$ cat config.mk
export PLATFORM = sky130hd
export DESIGN_NAME = safety_fault_reaction_ctrl
export DESIGN_NICKNAME = d
export VERILOG_FILES = /design/src/pkg/safety_fault_pkg.sv /design/src/rtl/cu_fault_attrib.sv /design/src/rtl/safety_fault_reaction_ctrl.sv
export SDC_FILE = /design/constraint.sdc
export NUM_CORES = 1
export LEC_CHECK = 0
export ABC_CLOCK_PERIOD_IN_PS = 6280
export BUFFER_PORTS_ARGS = -buffer_cell sky130_fd_sc_hd__buf_4
export CAP_MARGIN = 20
export CORE_UTILIZATION = 51
export CTS_CLUSTER_DIAMETER = 150
export DETAILED_ROUTE_END_ITERATION = 6
export MAX_ROUTING_LAYER = met4
export PLACE_DENSITY = 0.81
export SYNTH_ARGS = -nofsm -noshare
export SYNTH_HDL_FRONTEND = slang
export SYNTH_SLANG_ARGS = --single-unit
$ cat constraint.sdc
create_clock -name core_clk_i -period 6.28 [get_ports core_clk_i]
set_clock_uncertainty 0.2 [all_clocks]
set_input_delay 0.628 -clock core_clk_i [delete_from_list [all_inputs] [get_ports core_clk_i]]
set_output_delay 0.628 -clock core_clk_i [all_outputs]
set_load 0.005 [all_outputs]
$ cat src/pkg/safety_fault_pkg.sv
package safety_fault_pkg;

    // Slot and unit counts
    localparam int NUM_SLOTS = 13;     // I/O slots, numbered 1 to 13
    localparam int BUS0_SLOTS = 7;     // Slots 1 to 7 sit on the first I/O bus
    localparam int NUM_BUS = 2;        // I/O buses
    localparam int NUM_CU = 2;         // Central units
    localparam int NUM_GROUPS = 4;     // Shutdown groups
    localparam int GROUP_MAX = 10;     // Largest group membership
    localparam int CH_W = 8;           // Input channels per input module

    // Register bus
    localparam int ADDR_W = 8;
    localparam int DATA_W = 32;
    localparam int REG_STRIDE = 4;

    // Register byte offsets
    localparam logic [7:0] CFG_OFF = 8'h00;
    localparam logic [7:0] GROUP_OFF = 8'h10;
    localparam logic [7:0] STATUS_OFF = 8'h20;
    localparam logic [7:0] CLEAR_OFF = 8'h24;
    localparam logic [7:0] IRQ_EN_OFF = 8'h28;
    localparam logic [7:0] OUT_SHUT_OFF = 8'h2C;
    localparam logic [7:0] IN_FORCED_OFF = 8'h30;
    localparam logic [7:0] SE_STATE_OFF = 8'h34;
    localparam logic [7:0] ERR_OFF = 8'h38;

    // Configuration fields
    localparam int MODE_LSB = 0;
    localparam int MODE_W = 2;
    localparam int TOPO_LSB = 2;
    localparam int TOPO_W = 2;
    localparam int ESTOP_BIT = 4;
    localparam int GROUP_EN_BIT = 5;

    // Fault parameter codes
    localparam logic [1:0] MODE_DISPLAY = 2'h0;
    localparam logic [1:0] MODE_NORMAL = 2'h1;
    localparam logic [1:0] MODE_EOFF = 2'h2;

    // Topology codes
    localparam logic [1:0] TOPO_MONO = 2'h0;
    localparam logic [1:0] TOPO_RED_CU = 2'h1;
    localparam logic [1:0] TOPO_RED_BUS = 2'h2;

    // Status bit positions
    localparam int ST_OUT_SINGLE = 0;
    localparam int ST_OUT_DOUBLE = 1;
    localparam int ST_IO_BUS = 2;
    localparam int ST_CU = 3;
    localparam int ST_INPUT = 4;
    localparam int ST_ESTOP = 5;
    localparam int ST_W = 6;

    // Error report layout and codes
    localparam int ERR_SLOT_LSB = 0;
    localparam int ERR_SLOT_W = 4;
    localparam int ERR_CODE_LSB = 8;
    localparam int ERR_CODE_W = 4;
    localparam logic [3:0] ERR_NONE = 4'h0;
    localparam logic [3:0] ERR_DOUBLE = 4'h1;
    localparam logic [3:0] ERR_BUS0 = 4'h2;
    localparam logic [3:0] ERR_BUS1 = 4'h3;

endpackage

$ cat src/rtl/cu_fault_attrib.sv
`timescale 1ns/10ps
module cu_fault_attrib #(
    parameter int NUM_SLOTS = safety_fault_pkg::NUM_SLOTS,
    parameter int BUS0_SLOTS = safety_fault_pkg::BUS0_SLOTS
) (
    // Fault sources
    input wire logic [NUM_SLOTS-1:0] slot_fault_i,
    input wire logic [safety_fault_pkg::NUM_BUS-1:0] bus_fault_i,
    // Topology: redundant I/O bus
    input wire logic split_bus_i,
    // Central units to trip
    output logic [safety_fault_pkg::NUM_CU-1:0] cu_trip_o
);

    // Fault seen on each bus
    logic bus0_hit;
    logic bus1_hit;

    // Attribute each slot to its bus, then bus to central unit
    always_comb begin
        bus0_hit = bus_fault_i[0];
        bus1_hit = bus_fault_i[1];
        for (int i = 0; i < NUM_SLOTS; i++) begin
            if (i < BUS0_SLOTS) begin
                bus0_hit = bus0_hit | slot_fault_i[i];
            end else begin
                bus1_hit = bus1_hit | slot_fault_i[i];
            end
        end
        if (split_bus_i) begin
            cu_trip_o = {bus1_hit, bus0_hit};
        end else begin
            cu_trip_o = {2{bus0_hit | bus1_hit}};
        end
    end

endmodule

$ cat src/rtl/safety_fault_reaction_ctrl.sv
// Summary of operation
// - Faulty output module is de-energized alone
// - Group option de-energizes whole group, ten max
// - Emergency-off: output fault drops unit enable
// - Display-only: report slot code, enable stays
// - Normal: also drop enable on bus/double
// - Central unit fault always drops its enable
// - Input module fault forces inputs to zero
// - Input faults never drop unit enable
// - Emergency variable drops enable unconditionally
// - Display-only: output faults keep enable asserted
// - Shared bus: trip both central units
// - Redundant buses: trip related unit only
// - Slots 1-7 bus one, 8-13 bus two
// - Double fault: channel plus switch-off fault
`timescale 1ns/10ps
module safety_fault_reaction_ctrl #(
    parameter int NUM_SLOTS = safety_fault_pkg::NUM_SLOTS,
    parameter int NUM_GROUPS = safety_fault_pkg::NUM_GROUPS,
    parameter int CH_W = safety_fault_pkg::CH_W
) (
    // Clock and reset
    input wire logic core_clk_i,
    input wire logic rst_b_i,
    // Register port
    input wire logic [safety_fault_pkg::ADDR_W-1:0] reg_addr_i,
    input wire logic [safety_fault_pkg::DATA_W-1:0] reg_wdata_i,
    input wire logic reg_wr_i,
    input wire logic reg_rd_i,
    output logic [safety_fault_pkg::DATA_W-1:0] reg_rdata_o,
    // Fault reports from modules and buses
    input wire logic [NUM_SLOTS-1:0] out_fault_i,
    input wire logic [NUM_SLOTS-1:0] switchoff_fault_i,
    input wire logic [NUM_SLOTS-1:0] in_fault_i,
    input wire logic [safety_fault_pkg::NUM_BUS-1:0] io_bus_fault_i,
    input wire logic [safety_fault_pkg::NUM_CU-1:0] cu_fault_i,
    // Input module data
    input wire logic [NUM_SLOTS*CH_W-1:0] in_data_i,
    output logic [NUM_SLOTS*CH_W-1:0] in_data_o,
    // Shutdown outputs
    output logic [NUM_SLOTS-1:0] out_enable_o,
    output logic [safety_fault_pkg::NUM_CU-1:0] safety_enable_signal_o,
    // Interrupt
    output logic irq_o
);

    localparam int ST_W = safety_fault_pkg::ST_W;
    localparam int NCU = safety_fault_pkg::NUM_CU;

    // Whole block state
    typedef struct packed {
        logic [1:0] mode;                              // Fault parameter
        logic [1:0] topo;                              // System topology
        logic estop;                                   // Emergency shutdown variable
        logic group_en;                                // Group shutdown configured
        logic [NUM_GROUPS-1:0][NUM_SLOTS-1:0] group;   // Group memberships
        logic [ST_W-1:0] status;                       // Sticky event bits
        logic [ST_W-1:0] irq_en;                       // Interrupt enables
        logic [NUM_SLOTS-1:0] out_shut;                // Latched module shutdowns
        logic [NUM_SLOTS-1:0] in_forced;               // Latched input forcing
        logic [NCU-1:0] se_trip;                       // Latched unit enable drops
        logic [3:0] err_slot;                          // Reported slot
        logic [3:0] err_code;                          // Reported error code
        logic [safety_fault_pkg::DATA_W-1:0] rdata;    // Read data
        logic [NUM_SLOTS*CH_W-1:0] in_data;            // Filtered input data
    } state_s;

    state_s st;       // Current state
    state_s next_st;  // Next state

    // Fault classification
    logic [NUM_SLOTS-1:0] double_fault;
    logic [NUM_SLOTS-1:0] single_fault;
    logic [NUM_SLOTS-1:0] group_shut;
    logic [NUM_SLOTS-1:0] attrib_slots;
    logic [safety_fault_pkg::NUM_BUS-1:0] attrib_bus;
    logic [NCU-1:0] attrib_trip;
    logic [ST_W-1:0] events;
    logic report_mode;

    // Group size limit is enforced on write, so a bad mask never takes effect
    // Count members of a group mask
    function automatic int count_ones(input logic [NUM_SLOTS-1:0] v);
        int n;
        n = 0;
        for (int i = 0; i < NUM_SLOTS; i++) begin
            n = n + int'(v[i]);
        end
        return n;
    endfunction

    // Slot number (1-based) of the lowest set bit, zero if none
    function automatic logic [3:0] first_slot(input logic [NUM_SLOTS-1:0] v);
        logic [3:0] s;
        s = 4'h0;
        for (int i = NUM_SLOTS - 1; i >= 0; i--) begin
            if (v[i]) begin
                s = 4'(i + 1);
            end
        end
        return s;
    endfunction

    // Classify channel faults
    always_comb begin
        double_fault = out_fault_i & switchoff_fault_i;
        single_fault = out_fault_i & ~double_fault;
    end

    // Membership only counts while group shutdown is configured
    // Expand group memberships of faulty modules
    always_comb begin
        group_shut = '0;
        for (int g = 0; g < NUM_GROUPS; g++) begin
            if (st.group_en && |(st.group[g] & out_fault_i)) begin
                group_shut = group_shut | st.group[g];
            end
        end
    end

    // Select faults that reach the central unit enables
    always_comb begin
        attrib_slots = '0;
        attrib_bus = '0;
        report_mode = 1'b0;
        unique case (st.mode)
            safety_fault_pkg::MODE_DISPLAY: begin
                // no enable drop
                // The module's own shutdown is trusted here
                report_mode = 1'b1;
            end
            safety_fault_pkg::MODE_EOFF: begin
                attrib_slots = out_fault_i;
                attrib_bus = io_bus_fault_i;
            end
            default: begin
                report_mode = 1'b1;
                attrib_slots = double_fault;
                attrib_bus = io_bus_fault_i;
            end
        endcase
    end

    // Topology codes other than the split one share a single bus
    // Map slot and bus faults onto central units
    cu_fault_attrib #(
        .NUM_SLOTS(NUM_SLOTS),
        .BUS0_SLOTS(safety_fault_pkg::BUS0_SLOTS)
    ) u_attrib (
        .slot_fault_i(attrib_slots),
        .bus_fault_i(attrib_bus),
        .split_bus_i(st.topo == safety_fault_pkg::TOPO_RED_BUS),
        .cu_trip_o(attrib_trip)
    );

    // The emergency bit keeps setting for as long as it is configured
    // Events that set sticky status
    always_comb begin
        events = '0;
        events[safety_fault_pkg::ST_OUT_SINGLE] = |single_fault;
        events[safety_fault_pkg::ST_OUT_DOUBLE] = |double_fault;
        events[safety_fault_pkg::ST_IO_BUS] = |io_bus_fault_i;
        events[safety_fault_pkg::ST_CU] = |cu_fault_i;
        events[safety_fault_pkg::ST_INPUT] = |in_fault_i;
        events[safety_fault_pkg::ST_ESTOP] = st.estop;
    end

    // Next state: registers, latches, read data
    always_comb begin
        next_st = st;
        next_st.rdata = '0;

        // Configuration write
        if (reg_wr_i && reg_addr_i == safety_fault_pkg::CFG_OFF) begin
            next_st.mode = reg_wdata_i[safety_fault_pkg::MODE_LSB +: safety_fault_pkg::MODE_W];
            next_st.topo = reg_wdata_i[safety_fault_pkg::TOPO_LSB +: safety_fault_pkg::TOPO_W];
            next_st.estop = reg_wdata_i[safety_fault_pkg::ESTOP_BIT];
            next_st.group_en = reg_wdata_i[safety_fault_pkg::GROUP_EN_BIT];
        end
        // Group mask writes; oversized groups are ignored
        for (int g = 0; g < NUM_GROUPS; g++) begin
            if (reg_wr_i && reg_addr_i == 8'(int'(safety_fault_pkg::GROUP_OFF) + g * safety_fault_pkg::REG_STRIDE)
                && count_ones(reg_wdata_i[NUM_SLOTS-1:0]) <= safety_fault_pkg::GROUP_MAX) begin
                next_st.group[g] = reg_wdata_i[NUM_SLOTS-1:0];
            end
        end
        // Interrupt enable write
        if (reg_wr_i && reg_addr_i == safety_fault_pkg::IRQ_EN_OFF) begin
            next_st.irq_en = reg_wdata_i[ST_W-1:0];
        end
        // Sticky status, a new event wins over the clear
        // Clearing while a fault persists leaves its bit set
        if (reg_wr_i && reg_addr_i == safety_fault_pkg::CLEAR_OFF) begin
            next_st.status = (st.status & ~reg_wdata_i[ST_W-1:0]) | events;
        end else begin
            next_st.status = st.status | events;
        end

        next_st.out_shut = st.out_shut | out_fault_i | group_shut;
        next_st.in_forced = st.in_forced | in_fault_i;
        next_st.se_trip = st.se_trip | attrib_trip | cu_fault_i | {NCU{st.estop}};

        // slot and code report
        // A double fault outranks a bus fault, and the lowest slot wins
        if (report_mode) begin
            if (|double_fault) begin
                next_st.err_slot = first_slot(double_fault);
                next_st.err_code = safety_fault_pkg::ERR_DOUBLE;
            end else if (io_bus_fault_i[0]) begin
                next_st.err_slot = 4'h0;
                next_st.err_code = safety_fault_pkg::ERR_BUS0;
            end else if (io_bus_fault_i[1]) begin
                next_st.err_slot = 4'h0;
                next_st.err_code = safety_fault_pkg::ERR_BUS1;
            end
        end

        // force inputs zero
        // The latch is read from next_st, so the first faulty sample is blanked
        for (int s = 0; s < NUM_SLOTS; s++) begin
            if (next_st.in_forced[s]) begin
                next_st.in_data[s*CH_W +: CH_W] = '0;
            end else begin
                next_st.in_data[s*CH_W +: CH_W] = in_data_i[s*CH_W +: CH_W];
            end
        end

        // Read decode, data stand in the following cycle
        if (reg_rd_i) begin
            unique case (reg_addr_i)
                safety_fault_pkg::CFG_OFF: begin
                    next_st.rdata[safety_fault_pkg::MODE_LSB +: safety_fault_pkg::MODE_W] = st.mode;
                    next_st.rdata[safety_fault_pkg::TOPO_LSB +: safety_fault_pkg::TOPO_W] = st.topo;
                    next_st.rdata[safety_fault_pkg::ESTOP_BIT] = st.estop;
                    next_st.rdata[safety_fault_pkg::GROUP_EN_BIT] = st.group_en;
                end
                safety_fault_pkg::STATUS_OFF: begin
                    next_st.rdata[ST_W-1:0] = st.status;
                end
                safety_fault_pkg::IRQ_EN_OFF: begin
                    next_st.rdata[ST_W-1:0] = st.irq_en;
                end
                safety_fault_pkg::OUT_SHUT_OFF: begin
                    next_st.rdata[NUM_SLOTS-1:0] = st.out_shut;
                end
                safety_fault_pkg::IN_FORCED_OFF: begin
                    next_st.rdata[NUM_SLOTS-1:0] = st.in_forced;
                end
                safety_fault_pkg::SE_STATE_OFF: begin
                    next_st.rdata[NCU-1:0] = ~st.se_trip;
                end
                safety_fault_pkg::ERR_OFF: begin
                    next_st.rdata[safety_fault_pkg::ERR_SLOT_LSB +: safety_fault_pkg::ERR_SLOT_W] = st.err_slot;
                    next_st.rdata[safety_fault_pkg::ERR_CODE_LSB +: safety_fault_pkg::ERR_CODE_W] = st.err_code;
                end
                default: begin
                    // Group masks, then unmapped reads as zero
                    for (int g = 0; g < NUM_GROUPS; g++) begin
                        if (reg_addr_i == 8'(int'(safety_fault_pkg::GROUP_OFF) + g * safety_fault_pkg::REG_STRIDE)) begin
                            next_st.rdata[NUM_SLOTS-1:0] = st.group[g];
                        end
                    end
                end
            endcase
        end
    end

    // Only reset clears a latched shutdown or trip
    // State register
    always_ff @(posedge core_clk_i) begin
        if (!rst_b_i) begin
            st <= '0;
        end else begin
            st <= next_st;
        end
    end

    // Enables are inverted latches, so reset leaves everything energized
    // Outputs from state
    always_comb begin
        reg_rdata_o = st.rdata;
        in_data_o = st.in_data;
        out_enable_o = ~st.out_shut;
        safety_enable_signal_o = ~st.se_trip;
        irq_o = |(st.status & st.irq_en);
    end

endmodule

; ---- After elaboration in Yosys (flattened, before gate mapping)
; Index checks and enable logic that the tools add are counted.
[word_totals]
regBits = 242
in_bits = 191
output_inout_bits = 152
wordCells = 175
[op_classes]
add_sub_neg = 12
magnitude_cmp = 1
eq_ne = 13
mux = 34
bitwise = 39
reduce_logical = 46
[op_table]
columns = cell, count
row1 = two-way mux 13 bit, 8
row2 = OR reduction 13 bit, 7
row3 = bitwise AND 13 bit, 6
row4 = OR 13 bit, 6
row5 = equality test 8 x 6 -> 1 bit (second input constant), 7
row6 = two-way mux 4 bit, 13
row7 = equality test 8 x 5 -> 1 bit (second input constant), 4
row8 = OR reduction 2 bit, 16
row9 = one-hot mux 2 bit (7 select lines), 2
row10 = NOT 13 bit, 2
row11 = one-hot mux 13 bit (2 select lines), 1
row12 = two-way mux 8 bit, 3
row13 = one-hot mux 4 bit (4 select lines), 1
row14 = logical AND 1 bit, 15
row15 = OR 1 bit, 14
row16 = adder 12 x 1 -> 13 bit, 1
row17 = <= comparator 13 x 4 -> 1 bit (second input constant), 1
row18 = adder 11 x 1 -> 12 bit, 1
row19 = bitwise AND 6 bit, 2
row20 = OR 6 bit, 2
row21 = one-hot mux 2 bit (6 select lines), 1
row22 = adder 10 x 1 -> 11 bit, 1
row23 = adder 9 x 1 -> 10 bit, 1
row24 = adder 8 x 1 -> 9 bit, 1
row25 = other kinds (23), 29

; ---- Logic depth before layout (Yosys ltp)
; Gate-level depths: netlist (run 1).
[logic_depth]
depth_word = 15
mapped_depth = 16
depth_no_buf = 14

; ---- Cells and area by module
; A second synthesis (run 1) with hierarchy kept.
[hier_totals]
cells_unflattened = 1125
area_unflattened_um2 = 10253.6
[by_module_without_submodules]
columns = module, instances, cells_per_inst, area_per_inst_um2, seq_area_each_um2
row1 = safety_fault_reaction_ctrl, 1, 1118, 10201.0, 4424.2
row2 = cu_fault_attrib, 1, 7, 52.6, 0.0

; ---- Worst setup path after synthesis (run 1)
; Ideal clock, no wire load.
[synth_timing]
path_kind = input -> register
start = input reg_wdata_i[0] (netlist name)
end = register st[186] (netlist name)
setup_time_ns = 0.128
arrival_time_ns = 4.551
t_required_ns = 5.952
path_slack_ns = 1.401
cell_stages = 15
n_path_buf = 2
cell_sequence = fa_1 fa_1 inv_1 fa_1 fa_1 fa_1 fa_1 xor2_1 o21ai_0 o21a_1 and4b_1 buf_2 buf_4 mux2i_1 nor2_1
[synth_via]
elab_chain_cells = 14
[synth_lines]
columns = element, line
row1 = from (decl), safety_fault_reaction_ctrl.sv:27  ; input wire logic [safety_fault_pkg::DATA_W-1:0] reg_wdata_i,
row2 = adder 1 x 1 -> 2 bit, safety_fault_reaction_ctrl.sv:87  ; n = n + int'(v[i]);
row3 = adder 2 x 1 -> 3 bit, safety_fault_reaction_ctrl.sv:87
row4 = adder 3 x 1 -> 4 bit, safety_fault_reaction_ctrl.sv:87
row5 = adder 4 x 1 -> 5 bit, safety_fault_reaction_ctrl.sv:87
row6 = adder 5 x 1 -> 6 bit, safety_fault_reaction_ctrl.sv:87
row7 = adder 6 x 1 -> 7 bit, safety_fault_reaction_ctrl.sv:87
row8 = adder 7 x 1 -> 8 bit, safety_fault_reaction_ctrl.sv:87
row9 = adder 8 x 1 -> 9 bit, safety_fault_reaction_ctrl.sv:87
row10 = adder 9 x 1 -> 10 bit, safety_fault_reaction_ctrl.sv:87
row11 = adder 10 x 1 -> 11 bit, safety_fault_reaction_ctrl.sv:87
row12 = adder 11 x 1 -> 12 bit, safety_fault_reaction_ctrl.sv:87
row13 = adder 12 x 1 -> 13 bit, safety_fault_reaction_ctrl.sv:87
row14 = <= comparator 13 x 4 -> 1 bit, safety_fault_reaction_ctrl.sv:183  ; && count_ones(reg_wdata_i[NUM_SLOTS-1:0]) <= safety_fault_pkg::GROUP_MAX) begin
row15 = logical AND 1 bit, safety_fault_reaction_ctrl.sv:183
row16 = to (signal assigned), safety_fault_reaction_ctrl.sv:274  ; st <= next_st;
row17 = to (decl), safety_fault_reaction_ctrl.sv:68  ; state_s st;
; No other way between the ends.
; A chain may end at the register's enable or synchronous reset.

; ---- Final worst setup path (run 1)
[layout_timing]
start = input reg_wdata_i[0] (netlist name)
end = register st[209] (netlist name)
; The elaborated chain is that of the path after synthesis.

==> impl_metrics.toml, run 1 <==
[die]
num_rows = 50
initial_core_util_pct = 52.7
dieArea_um2 = 20100
ioPinCount = 343
die_h_um = 142
core_area_um2 = 18900
die_w_um = 142

[synthesis]
yosys_warnings = 0
synth_top_area_share_pct = 44.5
avgSynthCellArea_um2 = 9.28
synth_ff_type = "dfxtp_1"
syn_area_um2 = 9950
ys_ff_latch = 221
synth.area.top_cells = "dfxtp_1 44%, buf_4 10%, and3_1 6.9%"
synth_largest_area_cell = "dfxtp_1"
synthArstFlopShare_pct = 0
synth-edff-count = 0
synth.distinct_cells = 66
ys_seq_area_share_pct = 44.5
syn_inst = 1072

[cts]
h-tree-depth = 1
ctsResizeCount = 0
cts.sinks = 221
clk_latency_ns = 0.51
clock_path_buffers = 3
root_buffer = "clkbuf_16"
hold_buffers = 0
clk_pin_slew_worst_paths_ns = 0.06
cts_buffers = 25
cts_tree = "built"
post_cts_buffers = 0

[global_routing]
grt_max_degree = 77
grt_pass1_wl_um = 46700
antenna_found_initial = 1
grt_pass1_vias = 8063
grt.total_usage_pct = 31.3
grt_overflow = 0

[finish]
drive_gt1_share_pct = 29.8
fill_cells = 1565
final_area_um2 = 12300
fin_nets = 1431
fin_util_pct = 65.1
stdcell_count = 1507
area_delta_synth_final_pct = 23.6

[timing]
period_share_pct = 81.6
setup_slack_ns = 1.16
final_max_slew_viol_count = 0
setup_violations = 0
finalHoldViolCount = 0
tightest_slew_ns = 0.960
slew_headroom_pct = 35.6
clock.fmax_mhz = 195
rsz0062_at_grt = "false"
layout_min_cycle_time_ns = 5.12
setup_tns_ns = 0

[critical_path]
crit_path_cell_trace = "buf_4, fa_1, fa_1, inv_1, fa_1, fa_1, fa_1, fa_1, xor2_1, o21ai_0, o21a_1, nor4bb_4, buf_4, mux2i_1, nor2_1"
cp_num_buf_inv = 3
critPathMaxStageDelay_ns = 0.61
cpMaxStageDelayCell = "nor4bb_4"
cp_common_cell = "fa_1"
arrival_ns = 5.29
cp_top_family = "adder cells"
worstPathRequired_ns = 6.45
criticalPathCategory = "input pin to flip-flop"
crit_fanout = 9
start_kind = "input pin"
end_kind = "flip-flop"

[status]
status = "finished clean"

[route]
drtAntennaViolNets = 0
wl_per_cell_um = 20.9
drt-pass1-iter-count = 7
remaining_drc_errors = 0
via_count = 8710
routed_via_density = 5.78
drt-total-wl_um = 31600
dr.first_iter.drc_count = 980

[pwr]
ir_drop_uv = 161
p_leak_nw = 5.61
power_density_nw_per_um2 = 281

[place]
dp.cells = 1462
post-place-ws_ns = 0.655
dpl.hpwl_um = 23300
port_buffers = 304
postPlaceCellArea_um2 = 11400
place_congestion = 0.952

[run]
cap_viol_max_count = 0

[min_path]
min_path_type = "input pin to flip-flop"
## stage by stage
step           hold WS, ns  total power, mW
2_1_floorplan        0.241             1.71
3_3_place_gp         0.260             1.87
3_5_place_dp         0.268             1.88
4_1_cts              0.133             3.47
5_1_grt              0.139             3.57
6_report             0.147             3.46
## sequential cells by signal, summed over array words and instances, names as in the netlist
| name | cells |
|---|---|
| events | 1 |
| in_data_o | 104 |
| st | 103 |
| reg_rdata_o | 13 |
## final timing paths
check | start | end | slack (ns) | cells past startpoint
min | in_data_i[103] | in_data_o[103]$_SDFF_PP0_ | 0.15 | 2
max | reg_wdata_i[0] | st[209]$_SDFFE_PN0P_ | 1.16 | 15
max reg2reg | st[190]$_SDFFE_PN0P_ | st[160]$_SDFF_PN0_ | 3.42 | 6
min reg2reg | st[140]$_SDFFE_PN0P_ | st[140]$_SDFFE_PN0P_ | 0.28 | 2
## routing by layer
metal | vias up | GRT usage, % | share of wire (%)
met5 | - | - | 0
met4 | 0 | 10.1 | 3.1
met3 | 95 | 7.26 | 10
met2 | 582 | 51.4 | 48
met1 | 4070 | 38.1 | 38
li1 | 3963 | - | -
## power by group
| group | leakage [nW] | internal [mW] | switching (mW) | total, mW |
|---|---|---|---|---|
| clock | 0.450 | 1.03 | 0.572 | 1.60 |
| sequential | 1.80 | 1.44 | 0.0237 | 1.47 |
| combinational | 3.35 | 0.186 | 0.207 | 0.392 |
| total | 5.61 | 2.66 | 0.803 | 3.46 |
## placed cells by master, fill, tap and decap left out, drive strengths merged, types with 3 or more instances in the layout
| cell | n |
|---|---|
| a211oi | 4 |
| a21boi | 5 |
| a21oi | 21 |
| a221oi | 21 |
| a222oi | 10 |
| a22o | 16 |
| a22oi | 32 |
| a31oi | 7 |
| and3 | 110 |
| buf | 310 |
| bufinv | 7 |
| clkbuf | 29 |
| clkinv | 7 |
| conb | 19 |
| dfxtp | 221 |
| fa | 8 |
| ha | 3 |
| inv | 48 |
| mux2i | 63 |
| nand2 | 43 |
| nand3 | 15 |
| nand3b | 6 |
| nand4 | 6 |
| nor2 | 108 |
| nor2b | 6 |
| nor3 | 10 |
| nor3b | 3 |
| nor4 | 4 |
| o211ai | 9 |
| o21a | 7 |
| o21ai | 49 |
| o22ai | 5 |
| or4 | 3 |
## kinds of logic after synthesis
kind of cell	Yosys count	share of synthesized area, %
other	1	0.0377
buffers and inverters	245	14.8
adders and majority gates	11	1.99
and+or+nand+nor	323	17.2
muxes	67	7.02
xor gates and xnor gates	1	0.0880
DFF	221	44.5
AOI/OAI and AO/OA	203	14.4
## synthesized netlist by cell type, types with 3 or more instances
library cell and instances:
dfxtp_1 221, buf_4 139, and3_1 110, nor2_1 106, mux2i_1 63, clkbuf_1 51
inv_1 47, nand2_1 42, o21ai_0 40, a22oi_1 32, a21oi_1 21, a221oi_1 21
a22o_1 16, nand3_1 14, a222oi_1 10, o211ai_1 9, o21ai_1 9, fa_1 8
a31oi_1 7, nor3_1 7, o21a_1 7, nand3b_1 6, nand4_1 6, nor2b_1 6
a21boi_0 5, o22ai_1 5, a211oi_1 4, nor4_1 4, buf_2 3, ha_1 3
nor3_2 3, or4_1 3
## final cells by class
class / instances / area [um2] / area share, %
Antenna cell: 1 / 2.50 / 0.0203
Clock buffer: 29 / 651 / 5.29
Clock inverter: 15 / 258 / 2.10
Inverter: 47 / 176 / 1.43
Multi-Input combinational cell: 624 / 4140 / 33.6
Sequential cell: 221 / 4420 / 36.0
Tap cell: 260 / 325 / 2.64
Timing Repair Buffer: 310 / 2330 / 18.9
Power figures use the tool's default switching activity.
==> inputs of run 2 (changes only) <==
--- a/config.mk
+++ b/config.mk
@@ -5,7 +5,7 @@
 export SDC_FILE = /design/constraint.sdc
 export NUM_CORES = 1
 export LEC_CHECK = 0
-export ABC_CLOCK_PERIOD_IN_PS = 6280
+export ABC_CLOCK_PERIOD_IN_PS = 4750
 export BUFFER_PORTS_ARGS = -buffer_cell sky130_fd_sc_hd__buf_4
 export CAP_MARGIN = 20
 export CORE_UTILIZATION = 51
==> constraint.sdc (replaced) <==
create_clock -name core_clk_i -period 4.75 [get_ports core_clk_i]
set_clock_uncertainty 0.2 [all_clocks]
set_input_delay 0.475 -clock core_clk_i [delete_from_list [all_inputs] [get_ports core_clk_i]]
set_output_delay 0.475 -clock core_clk_i [all_outputs]
set_load 0.005 [all_outputs]
==> run 2 against run 1 <==
The run now ends with DRC left; critical path type unchanged; hold slack worse by 0.14 ns; die area stayed put; sequential power increased by 32%; worst setup slack got worse by 0.96 ns; non-clock buffer count increased by 105.
==> impl_metrics.toml, run 2 (synthesis gave the netlist of run 1 again) <==
[route]
wl_per_cell_um = 22.0
routed_via_density = 5.89
drt-pass1-iter-count = 7
via_count = 9476
dr.first_iter.drc_count = 1101
drt-total-wl_um = 35400
remaining_drc_errors = 1
drtAntennaViolNets = 0

[place]
port_buffers = 304
dpl.hpwl_um = 23300
dp.cells = 1473
postPlaceCellArea_um2 = 11500
place_congestion = 0.989
post-place-ws_ns = -0.388

[die]
num_rows = 50
ioPinCount = 343
dieArea_um2 = 20100
core_area_um2 = 18900
initial_core_util_pct = 52.7
die_w_um = 142
die_h_um = 142

[critical_path]
arrival_ns = 4.73
worstPathRequired_ns = 4.92
start_kind = "input pin"
end_kind = "flip-flop"
criticalPathCategory = "input pin to flip-flop"
crit_fanout = 4
reg2reg_slack_ns = 1.87

[finish]
stdcell_count = 1610
largest_reg_flops = 104
final_area_um2 = 13300
layout_commonest_cell = "buf_4"
drive_gt1_share_pct = 28.2
area_delta_synth_final_pct = 33.3
final_cell_mix = "318 x buf_4, 221 x dfxtp_1, 110 x and3_1, 106 x nor2_1, 94 x dlygate4sd3_1"
fin_nets = 1534

[pwr]
clockPowerShare_pct = 43.4
p_seq_share_pct = 43.2
ir_drop_uv = 297
internal_power_mw = 3.37
switching_share_pct = 24.9
power_density_nw_per_um2 = 339
p_sw_mw = 1.12
power_frac_comb_pct = 13.4
p_leak_nw = 6.01

[timing]
finalHoldViolCount = 0
setup_violations = 0
tightest_slew_ns = 0.972
slew_headroom_pct = 34.8
holdWs_ns = 0.00909
setup_slack_ns = 0.191
final_max_slew_viol_count = 0
rsz0062_at_grt = "false"
period_share_pct = 96.0
layout_min_cycle_time_ns = 4.56
clock.fmax_mhz = 219
setup_tns_ns = 0

[cts]
cts.sinks = 221
clock_path_buffers = 3
clk_pin_slew_worst_paths_ns = 0.06
root_buffer = "clkbuf_16"
cts_buffers = 23
clk_latency_ns = 0.52
post_cts_buffers = 0
cts_tree = "built"
h-tree-depth = 1

[global_routing]
grt_pass1_vias = 9149
grt_overflow = 0
antenna_found_initial = 1
grt_max_degree = 83
grt.total_usage_pct = 35.2
grt_pass1_wl_um = 52400

[status]
failed_checks = "DRC"
status = "complete, but fails checks"

[run]
cap_viol_max_count = 0

[min_path]
min_path_type = "input pin to flip-flop"
run 2: cell types whose count changed in the layout (fill, tap and decap cells not counted), moves of 2 or more:
cell | previous run | this run
buf_4 | 310 | 318
clkbuf_16 | 25 | 23
clkbuf_8 | 1 | 3
bufinv_16 | 7 | 4
dlygate4sd3_1 | 0 | 94
clkinvlp_4 | 0 | 2
buf_12 | 0 | 3
run 2: path summary, 6_finish.rpt:
| path | from | to | cells past startpoint |
|---|---|---|---|
| worst max register to register | st[234]$_SDFFE_PN0P_ | st[160]$_SDFF_PN0_ | 6 |
| worst max-delay path | reg_wdata_i[0] | st[200]$_SDFFE_PN0P_ | 15 |
| worst min register to register | st[140]$_SDFFE_PN0P_ | st[140]$_SDFFE_PN0P_ | 2 |
| worst min-delay path | in_data_i[41] | in_data_o[41]$_SDFF_PP0_ | 2 |
run 2: metrics by stage:
| step | power [mW] | util [%] |
|---|---|---|
| after CTS | 4.47 | 70.2 |
| final | 4.49 | 70.2 |
| after global routing | 4.63 | 70.2 |
| after floorplan | 2.26 | - |
| after global placement | 2.48 | 60.9 |
| after detailed placement | 2.50 | 60.9 |
run 2: worst max-delay path, cell delays in order:
cell	delay, ns
buf_4	0.12
fa_1	0.56
fa_1	0.53
inv_1	0.05
fa_1	0.49
fa_1	0.43
fa_1	0.41
fa_1	0.39
xor2_1	0.14
o21ai_0	0.10
o21a_2	0.19
nor4bb_4	0.37
buf_4	0.21
mux2i_1	0.20
nor2_1	0.05
run 2: power groups by stage:
stage	combinational (mW)	sequential [mW]	clock (mW)
floorplan	0.296	1.97	0
CTS	0.583	1.94	1.94
global placement	0.501	1.98	0
global route	0.649	1.95	2.04
finish	0.601	1.94	1.95
detailed placement	0.514	1.98	0
run 2: per-layer routing:
layer  up-vias  share of wire [%]  global-route usage, %
li1       4160                  -                      -
met1      4487                 38                   41.9
met2       701                 48                   58.1
met3       128                 10                   6.65
met4         0                4.1                   15.3
met5         -                  0                      -
run 2: area by class of cell:
cell class              count  area, um2
fillers                  1404       5630
well taps                 260        325
flip-flops and latches    221       4420
repair buffers            415       3390
inverters                  47        176
clock inverters            12        180
clock buffers              30        632
diodes                      1       2.50
multi-input cells         624       4140
run 2: what timing repair did:
item                                    CTS  global route
endpoints found under the setup margin    0             9
resized for setup                         0             1
hold buffers                             94             0
hold endpoints to repair                 93             0
